===== src/inc/lfp_cfg.svh =====
/*
 * Constants of the LPC flash target port: nibble codes, field positions,
 * counts and reset values. Assumes inclusion by bare name from every file.
 */
`ifndef LFP_CFG_SVH
`define LFP_CFG_SVH

`define LFP_NIB_START    4'h0
`define LFP_NIB_TAR      4'hF
`define LFP_SHORT_WAIT   4'h5
`define LFP_READY_SYNC   4'h0
`define LFP_WRITE_ACK    4'h0
`define LFP_CT_FIXED     2'h1
`define LFP_CT_DIR_BIT   1
`define LFP_WAIT_LAST    3'h1
`define LFP_ADDR_LAST    3'h7
`define LFP_A_ARRAY      22
`define LFP_A_ONES_MSB   31
`define LFP_A_ONES_LSB   23
`define LFP_BLK_MSB      18
`define LFP_BLK_LSB      16
`define LFP_TOP_BLK      3'h7
`define LFP_LOCK_RST     8'h00
`define LFP_LOCK_OFS     8'h02
`endif


===== src/inc/lfp_pkg.sv =====
/*
 * Types of the LPC flash target port: cycle states and state records.
 * Assumes the constants header is compiled alongside.
 */
package lfp_pkg;

    typedef enum logic [3:0] {
        ST_IDLE, ST_SKIP, ST_CTYPE, ST_ADDR, ST_RTAR1, ST_RTAR2, ST_WAIT, ST_RDY,
        ST_DLO, ST_DHI, ST_WDLO, ST_WDHI, ST_WTAR1, ST_WTAR2, ST_WACK, ST_TEND
    } lfp_state_t;

    typedef struct packed {
        lfp_state_t  st;
        logic [2:0]  cnt;
        logic        wr;
        logic [31:0] addr;
        logic [7:0]  data;
        logic [3:0]  lad_out;
        logic        lad_oe;
        logic        rd_req;
        logic        cmd_stb;
    } lfp_core_t;

    typedef struct packed {
        logic [7:0]  lock;
        logic        err;
        logic        valid;
        logic        array;
        logic [18:0] addr;
        logic [7:0]  data;
        logic        abort;
    } lfp_guard_t;

endpackage


===== src/inc/lfp_cmd_if.sv =====
/*
 * Write command path from the bus port to the protection guard.
 * Assumes both ends run on the same clock; stb is a one-cycle pulse.
 */
interface lfp_cmd_if;
    logic        stb;
    logic        array;
    logic [18:0] addr;
    logic [7:0]  data;
    modport port  (output stb, array, addr, data);
    modport guard (input  stb, array, addr, data);
endinterface


===== src/lfp_target.sv =====
/*
 * LPC flash target port: decodes host cycles on the nibble lines, returns
 * read bytes with fixed wait syncs and passes writes to the guard.
 * Assumes the LPC clock is far slower than clk (4+ clk per half period);
 * the array is read outside through rd_req / rd_data.
 */
`include "lfp_cfg.svh"

module lfp_target (
    input  wire logic        clk,
    input  wire logic        rst,
    input  wire logic        lpc_clk,
    input  wire logic        lframe_n,
    input  wire logic [3:0]  lad_in,
    output logic      [3:0]  lad_out,
    output logic             lad_oe,
    input  wire logic        interface_reset_n,
    input  wire logic        cpu_reset_n,
    input  wire logic        top_block_lock_n,
    input  wire logic        main_block_protect_n,
    input  wire logic        program_supply_lockout_level,
    output logic             rd_req,
    output logic             rd_array,
    output logic      [18:0] rd_addr,
    input  wire logic [7:0]  rd_data,
    input  wire logic        pe_busy,
    input  wire logic        err_clear,
    output logic             pe_cmd_valid,
    output logic             pe_cmd_array,
    output logic      [18:0] pe_cmd_addr,
    output logic      [7:0]  pe_cmd_data,
    output logic             pe_abort,
    output logic             supply_err,
    output logic      [7:0]  lock_bits,
    output logic             in_reset
);

    ////////////////////////////////////////////////////////////////////////
    // Pin synchronisation and LPC clock edge

    logic [10:0] pins_s;
    logic        lclk_s;
    logic        frame_n_s;
    logic [3:0]  lad_s;
    logic        irst_n_s;
    logic        crst_n_s;
    logic        tbl_n_s;
    logic        wp_n_s;
    logic        vpp_s;
    logic        lclk_d_q;
    logic        dev_rst;
    logic        adv;
    logic [31:0] addr_nx;

    lfp_pkg::lfp_core_t c_q;
    lfp_pkg::lfp_core_t c_d;

    lfp_sync #(
        .W (11)
    ) u_sync (
        .clk (clk),
        .rst (rst),
        .d   ({lpc_clk, lframe_n, lad_in, interface_reset_n, cpu_reset_n,
               top_block_lock_n, main_block_protect_n, program_supply_lockout_level}),
        .q   (pins_s)
    );

    assign {lclk_s, frame_n_s, lad_s, irst_n_s, crst_n_s, tbl_n_s, wp_n_s, vpp_s} = pins_s;

    // Clock, frame and data share one synchroniser depth, so the
    // sampled nibble stays aligned with the detected rising edge
    always_ff @(posedge clk or posedge rst) begin
        if (rst) begin
            lclk_d_q <= 1'b0;
        end else begin
            lclk_d_q <= lclk_s;
        end
    end

    assign dev_rst = !irst_n_s || !crst_n_s;
    assign adv     = lclk_s && !lclk_d_q && !dev_rst;
    assign addr_nx = {c_q.addr[27:0], lad_s};

    ////////////////////////////////////////////////////////////////////////
    // Cycle sequencer

    always_comb begin
        c_d         = c_q;
        c_d.rd_req  = 1'b0;
        c_d.cmd_stb = 1'b0;
        if (dev_rst) begin
            // Leaves the sequencer idle and floated: read mode on release
            c_d = '0;
        end else if (adv) begin
            if (!frame_n_s) begin
                // Frame low always restarts; anything but a start is skipped
                c_d.st = (lad_s == `LFP_NIB_START) ? lfp_pkg::ST_CTYPE : lfp_pkg::ST_SKIP;
            end else begin
                unique case (c_q.st)
                    lfp_pkg::ST_IDLE, lfp_pkg::ST_SKIP: begin
                        c_d.st = c_q.st;
                    end
                    lfp_pkg::ST_CTYPE: begin
                        if (lad_s[3:2] == `LFP_CT_FIXED) begin
                            c_d.wr  = lad_s[`LFP_CT_DIR_BIT];
                            c_d.cnt = 3'h0;
                            c_d.st  = lfp_pkg::ST_ADDR;
                        end else begin
                            c_d.st = lfp_pkg::ST_SKIP;
                        end
                    end
                    lfp_pkg::ST_ADDR: begin
                        c_d.addr = addr_nx;
                        c_d.cnt  = c_q.cnt + 3'h1;
                        if (c_q.cnt == `LFP_ADDR_LAST) begin
                            if (!(&addr_nx[`LFP_A_ONES_MSB:`LFP_A_ONES_LSB])) begin
                                c_d.st = lfp_pkg::ST_SKIP;
                            end else if (c_q.wr) begin
                                c_d.st = lfp_pkg::ST_WDLO;
                            end else begin
                                c_d.rd_req = 1'b1;
                                c_d.st     = lfp_pkg::ST_RTAR1;
                            end
                        end
                    end
                    lfp_pkg::ST_RTAR1: begin
                        c_d.st = lfp_pkg::ST_RTAR2;
                    end
                    lfp_pkg::ST_RTAR2: begin
                        c_d.cnt = 3'h0;
                        c_d.st  = lfp_pkg::ST_WAIT;
                    end
                    lfp_pkg::ST_WAIT: begin
                        c_d.cnt = c_q.cnt + 3'h1;
                        if (c_q.cnt == `LFP_WAIT_LAST) begin
                            c_d.st = lfp_pkg::ST_RDY;
                        end
                    end
                    lfp_pkg::ST_RDY: begin
                        c_d.data = rd_data;
                        c_d.st   = lfp_pkg::ST_DLO;
                    end
                    lfp_pkg::ST_DLO: begin
                        c_d.st = lfp_pkg::ST_DHI;
                    end
                    lfp_pkg::ST_DHI: begin
                        c_d.st = lfp_pkg::ST_TEND;
                    end
                    lfp_pkg::ST_WDLO: begin
                        c_d.data[3:0] = lad_s;
                        c_d.st        = lfp_pkg::ST_WDHI;
                    end
                    lfp_pkg::ST_WDHI: begin
                        // Command leaves now; a later abort only frees the bus
                        c_d.data[7:4] = lad_s;
                        c_d.cmd_stb   = 1'b1;
                        c_d.st        = lfp_pkg::ST_WTAR1;
                    end
                    lfp_pkg::ST_WTAR1: begin
                        c_d.st = lfp_pkg::ST_WTAR2;
                    end
                    lfp_pkg::ST_WTAR2: begin
                        c_d.st = lfp_pkg::ST_WACK;
                    end
                    lfp_pkg::ST_WACK: begin
                        c_d.st = lfp_pkg::ST_TEND;
                    end
                    lfp_pkg::ST_TEND: begin
                        c_d.st = lfp_pkg::ST_IDLE;
                    end
                endcase
            end

            // Line drive for the LPC clock now starting
            c_d.lad_oe  = 1'b1;
            c_d.lad_out = `LFP_NIB_TAR;
            unique case (c_d.st)
                lfp_pkg::ST_RTAR2, lfp_pkg::ST_WTAR2, lfp_pkg::ST_TEND: begin
                    c_d.lad_out = `LFP_NIB_TAR;
                end
                lfp_pkg::ST_WAIT: begin
                    c_d.lad_out = `LFP_SHORT_WAIT;
                end
                lfp_pkg::ST_RDY: begin
                    c_d.lad_out = `LFP_READY_SYNC;
                end
                lfp_pkg::ST_WACK: begin
                    c_d.lad_out = `LFP_WRITE_ACK;
                end
                lfp_pkg::ST_DLO: begin
                    c_d.lad_out = c_d.data[3:0];
                end
                lfp_pkg::ST_DHI: begin
                    c_d.lad_out = c_d.data[7:4];
                end
                default: begin
                    c_d.lad_oe = 1'b0;
                end
            endcase
        end
    end

    always_ff @(posedge clk or posedge rst) begin
        if (rst) begin
            c_q <= '0;
        end else begin
            c_q <= c_d;
        end
    end

    ////////////////////////////////////////////////////////////////////////
    // Outputs and write command path

    assign lad_out  = c_q.lad_out;
    assign lad_oe   = c_q.lad_oe;
    assign rd_req   = c_q.rd_req;
    assign rd_array = c_q.addr[`LFP_A_ARRAY];
    assign rd_addr  = c_q.addr[18:0];
    assign in_reset = dev_rst;

    lfp_cmd_if cmd ();

    assign cmd.stb   = c_q.cmd_stb;
    assign cmd.array = c_q.addr[`LFP_A_ARRAY];
    assign cmd.addr  = c_q.addr[18:0];
    assign cmd.data  = c_q.data;

    lfp_guard u_guard (
        .clk                          (clk),
        .rst                          (rst),
        .dev_rst                      (dev_rst),
        .top_block_lock_n             (tbl_n_s),
        .main_block_protect_n         (wp_n_s),
        .program_supply_lockout_level (vpp_s),
        .pe_busy                      (pe_busy),
        .err_clear                    (err_clear),
        .cmd                          (cmd),
        .pe_cmd_valid                 (pe_cmd_valid),
        .pe_cmd_array                 (pe_cmd_array),
        .pe_cmd_addr                  (pe_cmd_addr),
        .pe_cmd_data                  (pe_cmd_data),
        .pe_abort                     (pe_abort),
        .supply_err                   (supply_err),
        .lock_bits                    (lock_bits)
    );
endmodule


===== src/lfp_sync.sv =====
/*
 * Two-flop synchroniser for a bundle of pin inputs.
 * Assumes each bit is an independent level; bundles are not coherent.
 */
module lfp_sync #(
    parameter int W = 1
) (
    input  wire logic         clk,
    input  wire logic         rst,
    input  wire logic [W-1:0] d,
    output logic      [W-1:0] q
);

    logic [1:0][W-1:0] s_q;
    logic [1:0][W-1:0] s_d;

    always_comb begin
        s_d[0] = d;
        s_d[1] = s_q[0];
    end

    always_ff @(posedge clk or posedge rst) begin
        if (rst) begin
            s_q <= '0;
        end else begin
            s_q <= s_d;
        end
    end

    assign q = s_q[1];

endmodule


===== src/lfp_guard.sv =====
/*
 * Protection guard: lock registers, hardware protect inputs, supply lockout
 * and abort of program/erase on reset. Assumes dev_rst and the protect
 * inputs are already synchronised to clk.
 */
`include "lfp_cfg.svh"

module lfp_guard (
    input  wire logic        clk,
    input  wire logic        rst,
    input  wire logic        dev_rst,
    input  wire logic        top_block_lock_n,
    input  wire logic        main_block_protect_n,
    input  wire logic        program_supply_lockout_level,
    input  wire logic        pe_busy,
    input  wire logic        err_clear,
    lfp_cmd_if.guard         cmd,
    output logic             pe_cmd_valid,
    output logic             pe_cmd_array,
    output logic      [18:0] pe_cmd_addr,
    output logic      [7:0]  pe_cmd_data,
    output logic             pe_abort,
    output logic             supply_err,
    output logic      [7:0]  lock_bits
);

    lfp_pkg::lfp_guard_t g_q;
    lfp_pkg::lfp_guard_t g_d;
    logic [2:0]          blk;
    logic                hw_ok;

    ////////////////////////////////////////////////////////////////////////
    always_comb begin
        blk     = cmd.addr[`LFP_BLK_MSB:`LFP_BLK_LSB];
        hw_ok   = (blk == `LFP_TOP_BLK) ? top_block_lock_n : main_block_protect_n;
        g_d       = g_q;
        g_d.valid = 1'b0;
        g_d.abort = dev_rst & pe_busy;
        if (err_clear) begin
            g_d.err = 1'b0;
        end
        if (dev_rst) begin
            g_d.lock = `LFP_LOCK_RST;
            g_d.err  = 1'b0;
        end else if (cmd.stb) begin
            if (!cmd.array) begin
                if (cmd.addr[7:0] == `LFP_LOCK_OFS) begin
                    g_d.lock[blk] = cmd.data[0];
                end
            end else if (program_supply_lockout_level) begin
                // Set after the clear so a refusal is never lost
                g_d.err = 1'b1;
            end else if (hw_ok && !g_q.lock[blk]) begin
                g_d.valid = 1'b1;
                g_d.array = cmd.array;
                g_d.addr  = cmd.addr;
                g_d.data  = cmd.data;
            end
        end
    end

    always_ff @(posedge clk or posedge rst) begin
        if (rst) begin
            g_q <= '0;
        end else begin
            g_q <= g_d;
        end
    end

    assign pe_cmd_valid = g_q.valid;
    assign pe_cmd_array = g_q.array;
    assign pe_cmd_addr  = g_q.addr;
    assign pe_cmd_data  = g_q.data;
    assign pe_abort     = g_q.abort;
    assign supply_err   = g_q.err;
    assign lock_bits    = g_q.lock;
endmodule


===== config.mk =====
export PLATFORM = sky130hd
export DESIGN_NAME = lfp_target
export DESIGN_NICKNAME = d
export VERILOG_FILES = /design/src/inc/lfp_pkg.sv /design/src/inc/lfp_cmd_if.sv /design/src/lfp_target.sv /design/src/lfp_sync.sv /design/src/lfp_guard.sv
export VERILOG_INCLUDE_DIRS = /design/src /design/src/inc
export SDC_FILE = /design/constraint.sdc
export NUM_CORES = 1
export LEC_CHECK = 0
export BUFFER_PORTS_ARGS = -buffer_cell sky130_fd_sc_hd__buf_2
export CAP_MARGIN = 20
export CELL_PAD_IN_SITES_DETAIL_PLACEMENT = 2
export CELL_PAD_IN_SITES_GLOBAL_PLACEMENT = 2
export CORE_AREA = 4 4 120 122
export CTS_CLUSTER_DIAMETER = 60
export DETAILED_ROUTE_END_ITERATION = 8
export DIE_AREA = 0 0 124 126
export GPL_ROUTABILITY_DRIVEN = 0
export PLACE_DENSITY = 0.79
export SLEW_MARGIN = 20
export SYNTH_ARGS = -nofsm -noshare
export SYNTH_HDL_FRONTEND = slang
export SYNTH_SLANG_ARGS = --single-unit

===== constraint.sdc =====
create_clock -name clk -period 5 [get_ports clk]
set_input_delay 0.5 -clock clk [delete_from_list [all_inputs] [get_ports clk]]
set_output_delay 0.5 -clock clk [all_outputs]
set_load 0.02 [all_outputs]

==> reports/results.tsv <==
metric	value	unit
status	finished, final reports clean	
rows	42	
final_cell_count_no_fill	691	
power_density	365.0	nW/um^2
setup_viol	0	
r2r_start	c_q[53]$_DFFE_PP0N_	
grt_pass1_wl	24470	um
yosysUniqueCellTypes	58	
antenna_found_initial	0	
tns	0	ps
cts_resized	0	
r2r_cells	6	
setup.worst_path.start	c_q[53]$_DFFE_PP0N_	
slew_headroom	0.3827	
vias	3835	
coreArea	13190	um^2
cp-endpoint	lad_out[3]$_DFFE_PP0N_	
ant_nets	0	
drt-vias-per-instance	5.550	
yosysTopAreaCellShare	0.5550	
grt_max_degree	66	
clockBufferDepth	2	
cp_cell_sequence	nand4bb_1 -> nor4_1 -> o21ai_0 -> nor3_2 -> a211oi_1 -> a211o_1	
wire_per_inst	21.95	um
cts_setup_buffers	0	
routed_wl	15170	um
r2r_end	lad_out[3]$_DFFE_PP0N_	
critPathKind	reg2reg	
tritoncts	built	
die_x	124	um
hp-class	in2reg	
power_frac_comb	0.025	
finalMaxSlewViolations	0	
maxCapViolations	0	
cp_max_fo	30	
max_freq	331.6	MHz
period_needed	3016	ps
period_share	0.6032	
clkTransAtPathRegs	60	ps
die-height	126	um
layout-drive-gt1-share	0.3010	
dp_cells	660	
synthesis.area	5095	um^2
ctsRootBufferMaster	clkbuf_16	
synth.avg_cell_area	11.50	um^2
hold_slack	190.6	ps
dr.pass1.iters	4	
start_kind	register	
grt_overflow_total	0	
reg2reg_setup_slack	1980	ps
synth_edf_count	0	
hold_path_depth	1	
worst_slack	1984	ps
synth_seq_cells	113	
grt_pass1_vias	4283	
nFillCells	1326	
hold_buffers	0	
async_reset_ff_frac	1.000	
die_area	15620	um^2
syn_nets	469	
endpoint_kind	register	
p_switching	476.0	uW
finClkSkew	12.29	ps
p_int	1747	uW
required	5290	ps
grt_usage	0.2043	
h-tree-depth	4	
worst_ep_arrival_time	3310	ps
swShare	0.2141	
drc	0	
pwr-share-clk	0.553	
ys_seq_area_frac	0.5550	
synthFlopType	dfrtp_1	
fin_nets	529	
p_seq_frac	0.422	
cts.sinks	113	
place_hpwl	10020	um
area_growth	19.57	%
synth.area.top_cells	dfrtp_1 (56%), a22o_1 (6.0%), mux2_2 (4.2%), buf_4 (3.4%), o21ai_0 (2.9%)	
ioPinCount	89	
dp_worst_setup_slack	2120	ps
start_util	0.3863	
rsz0062_at_grt	no	
synth_top_area_cell	dfrtp_1	
synthCells	443	
crit_slowest_cell	dfrtp_1	
io_buffer_count	88	
drt-initial-drc-count	292	
numCtsBuffers	17	
n_antenna_cell	0	
ys_warn_count	0	
hold_viol_final	0	
worst_pin_slew	926.0	ps
clk_latency	420	ps
max_stage_delay	720	ps
peakVddDrop	0.0001759	V
p_leak	0.003022	uW
==> cells in the mapped netlist, drive strengths merged, types with 2 or more instances <==
cell	n
buf	36
nor4b	3
o31ai	7
nand4	6
mux2i	4
a21o	5
nand2	24
ha	3
dfrtp	113
a2bb2oi	2
nor2	25
mux2	27
a21oi	10
or4	2
xnor2	3
a32oi	2
nand3	12
o311ai	2
and4b	2
a22oi	2
nor2b	6
clkbuf	13
a221oi	2
a211oi	4
and3	4
inv	12
a211o	3
nand2b	7
nor3	5
a222oi	2
a31oi	4
a22o	35
nor4	4
nor3b	2
and2	5
o21ai	30
==> stage by stage <==
step                      area [um^2]  total power [uW]    util
after floorplan                  5095             983.3       -
after global placement           5483              1008  0.4157
after detailed placement         5485              1011  0.4159
after CTS                        6082              2249  0.4611
after global routing             6092              2300  0.4619
final                            6092              2223  0.4619
==> cells in the final DEF, fill, tap and decap left out, types with 3 or more instances in the layout <==
cell	n
inv_1	11
a211oi_1	4
nand3_1	11
ha_1	3
o31ai_1	7
nand2_1	24
a211o_1	3
o21ai_0	30
and2_1	5
nor2_1	22
and3_1	4
nor4b_1	3
buf_2	88
bufinv_16	3
nor3_1	4
a21o_1	5
nand4_1	6
clkbuf_1	3
nor4_1	4
a21oi_1	10
mux2_2	19
a31oi_1	4
clkbuf_16	17
nor2b_1	6
nand2b_1	7
dfrtp_1	113
xnor2_1	3
mux2i_1	4
mux2_4	8
a22o_1	35
==> kinds of logic after synthesis <==
group | Yosys count | share of synthesized area
DFF | 113 | 0.5550
muxes | 32 | 0.07785
buffers and inverters | 61 | 0.06680
xor gates and xnor gates | 3 | 0.005158
adders and majority gates | 3 | 0.007368
and+or+nand+nor | 115 | 0.1228
AOI/OAI and AO/OA | 116 | 0.1650
==> layer usage <==
metal	track usage	share of wire
met1	0.2515	0.42
met2	0.3586	0.54
met3	0.04215	0.029
met4	0.05992	0.013
met5	0	0
==> sequential cells by signal, indices dropped and copies added (netlist names) <==
register,cells
rd_addr,19
u_guard.pe_cmd_addr,19
u_sync.q,11
u_sync.s_d,11
addr_nx,8
c_q,8
cmd.data,8
u_guard.lock_bits,8
u_guard.pe_cmd_data,8
lad_out,4
cmd.stb,1
lad_oe,1
lclk_d_q,1
rd_array,1
rd_req,1
u_guard.pe_abort,1
u_guard.pe_cmd_array,1
u_guard.pe_cmd_valid,1
u_guard.supply_err,1
==> layout make-up <==
class / instances / area (um^2) / share of cell area
Clock buffer: 22 / 464.2 / 0.07620
Multi-Input combinational cell: 269 / 1944 / 0.3192
Tap cell: 176 / 220.2 / 0.03615
Timing Repair Buffer: 90 / 455.4 / 0.07476
Sequential cell: 113 / 2828 / 0.4642
Inverter: 12 / 47.55 / 0.007804
Clock inverter: 9 / 132.6 / 0.02177
==> power groups by stage <==
stage	clock (uW)	sequential (uW)	combinational, uW
detailed placement	0	954	57.3
CTS	1250	938	57.5
global placement	0	953	54.8
finish	1230	938	56.2
global route	1300	939	63.9
floorplan	0	948	35.5
==> worst max-delay path: cells and delay by family, from the launching register on <==
family,cells,cell delay (ps)
DFF,1,720
and+or+nand+nor,3,1530
AOI/OAI and AO/OA,3,650
==> worst min path at each step <==
stage                             start                  endpoint  slack (ps)
2_1_floorplan  u_sync.s_d[11]$_DFF_PP0_     u_sync.q[0]$_DFF_PP0_         330
6_report                      lad_in[1]  u_sync.s_d[17]$_DFF_PP0_         190
5_1_grt                       lad_in[1]  u_sync.s_d[17]$_DFF_PP0_         170
4_1_cts                       lad_in[1]  u_sync.s_d[17]$_DFF_PP0_         170
3_5_place_dp   u_sync.s_d[11]$_DFF_PP0_     u_sync.q[0]$_DFF_PP0_         340
3_3_place_gp   u_sync.s_d[17]$_DFF_PP0_     u_sync.q[6]$_DFF_PP0_         330
Power figures use the tool's default switching activity.
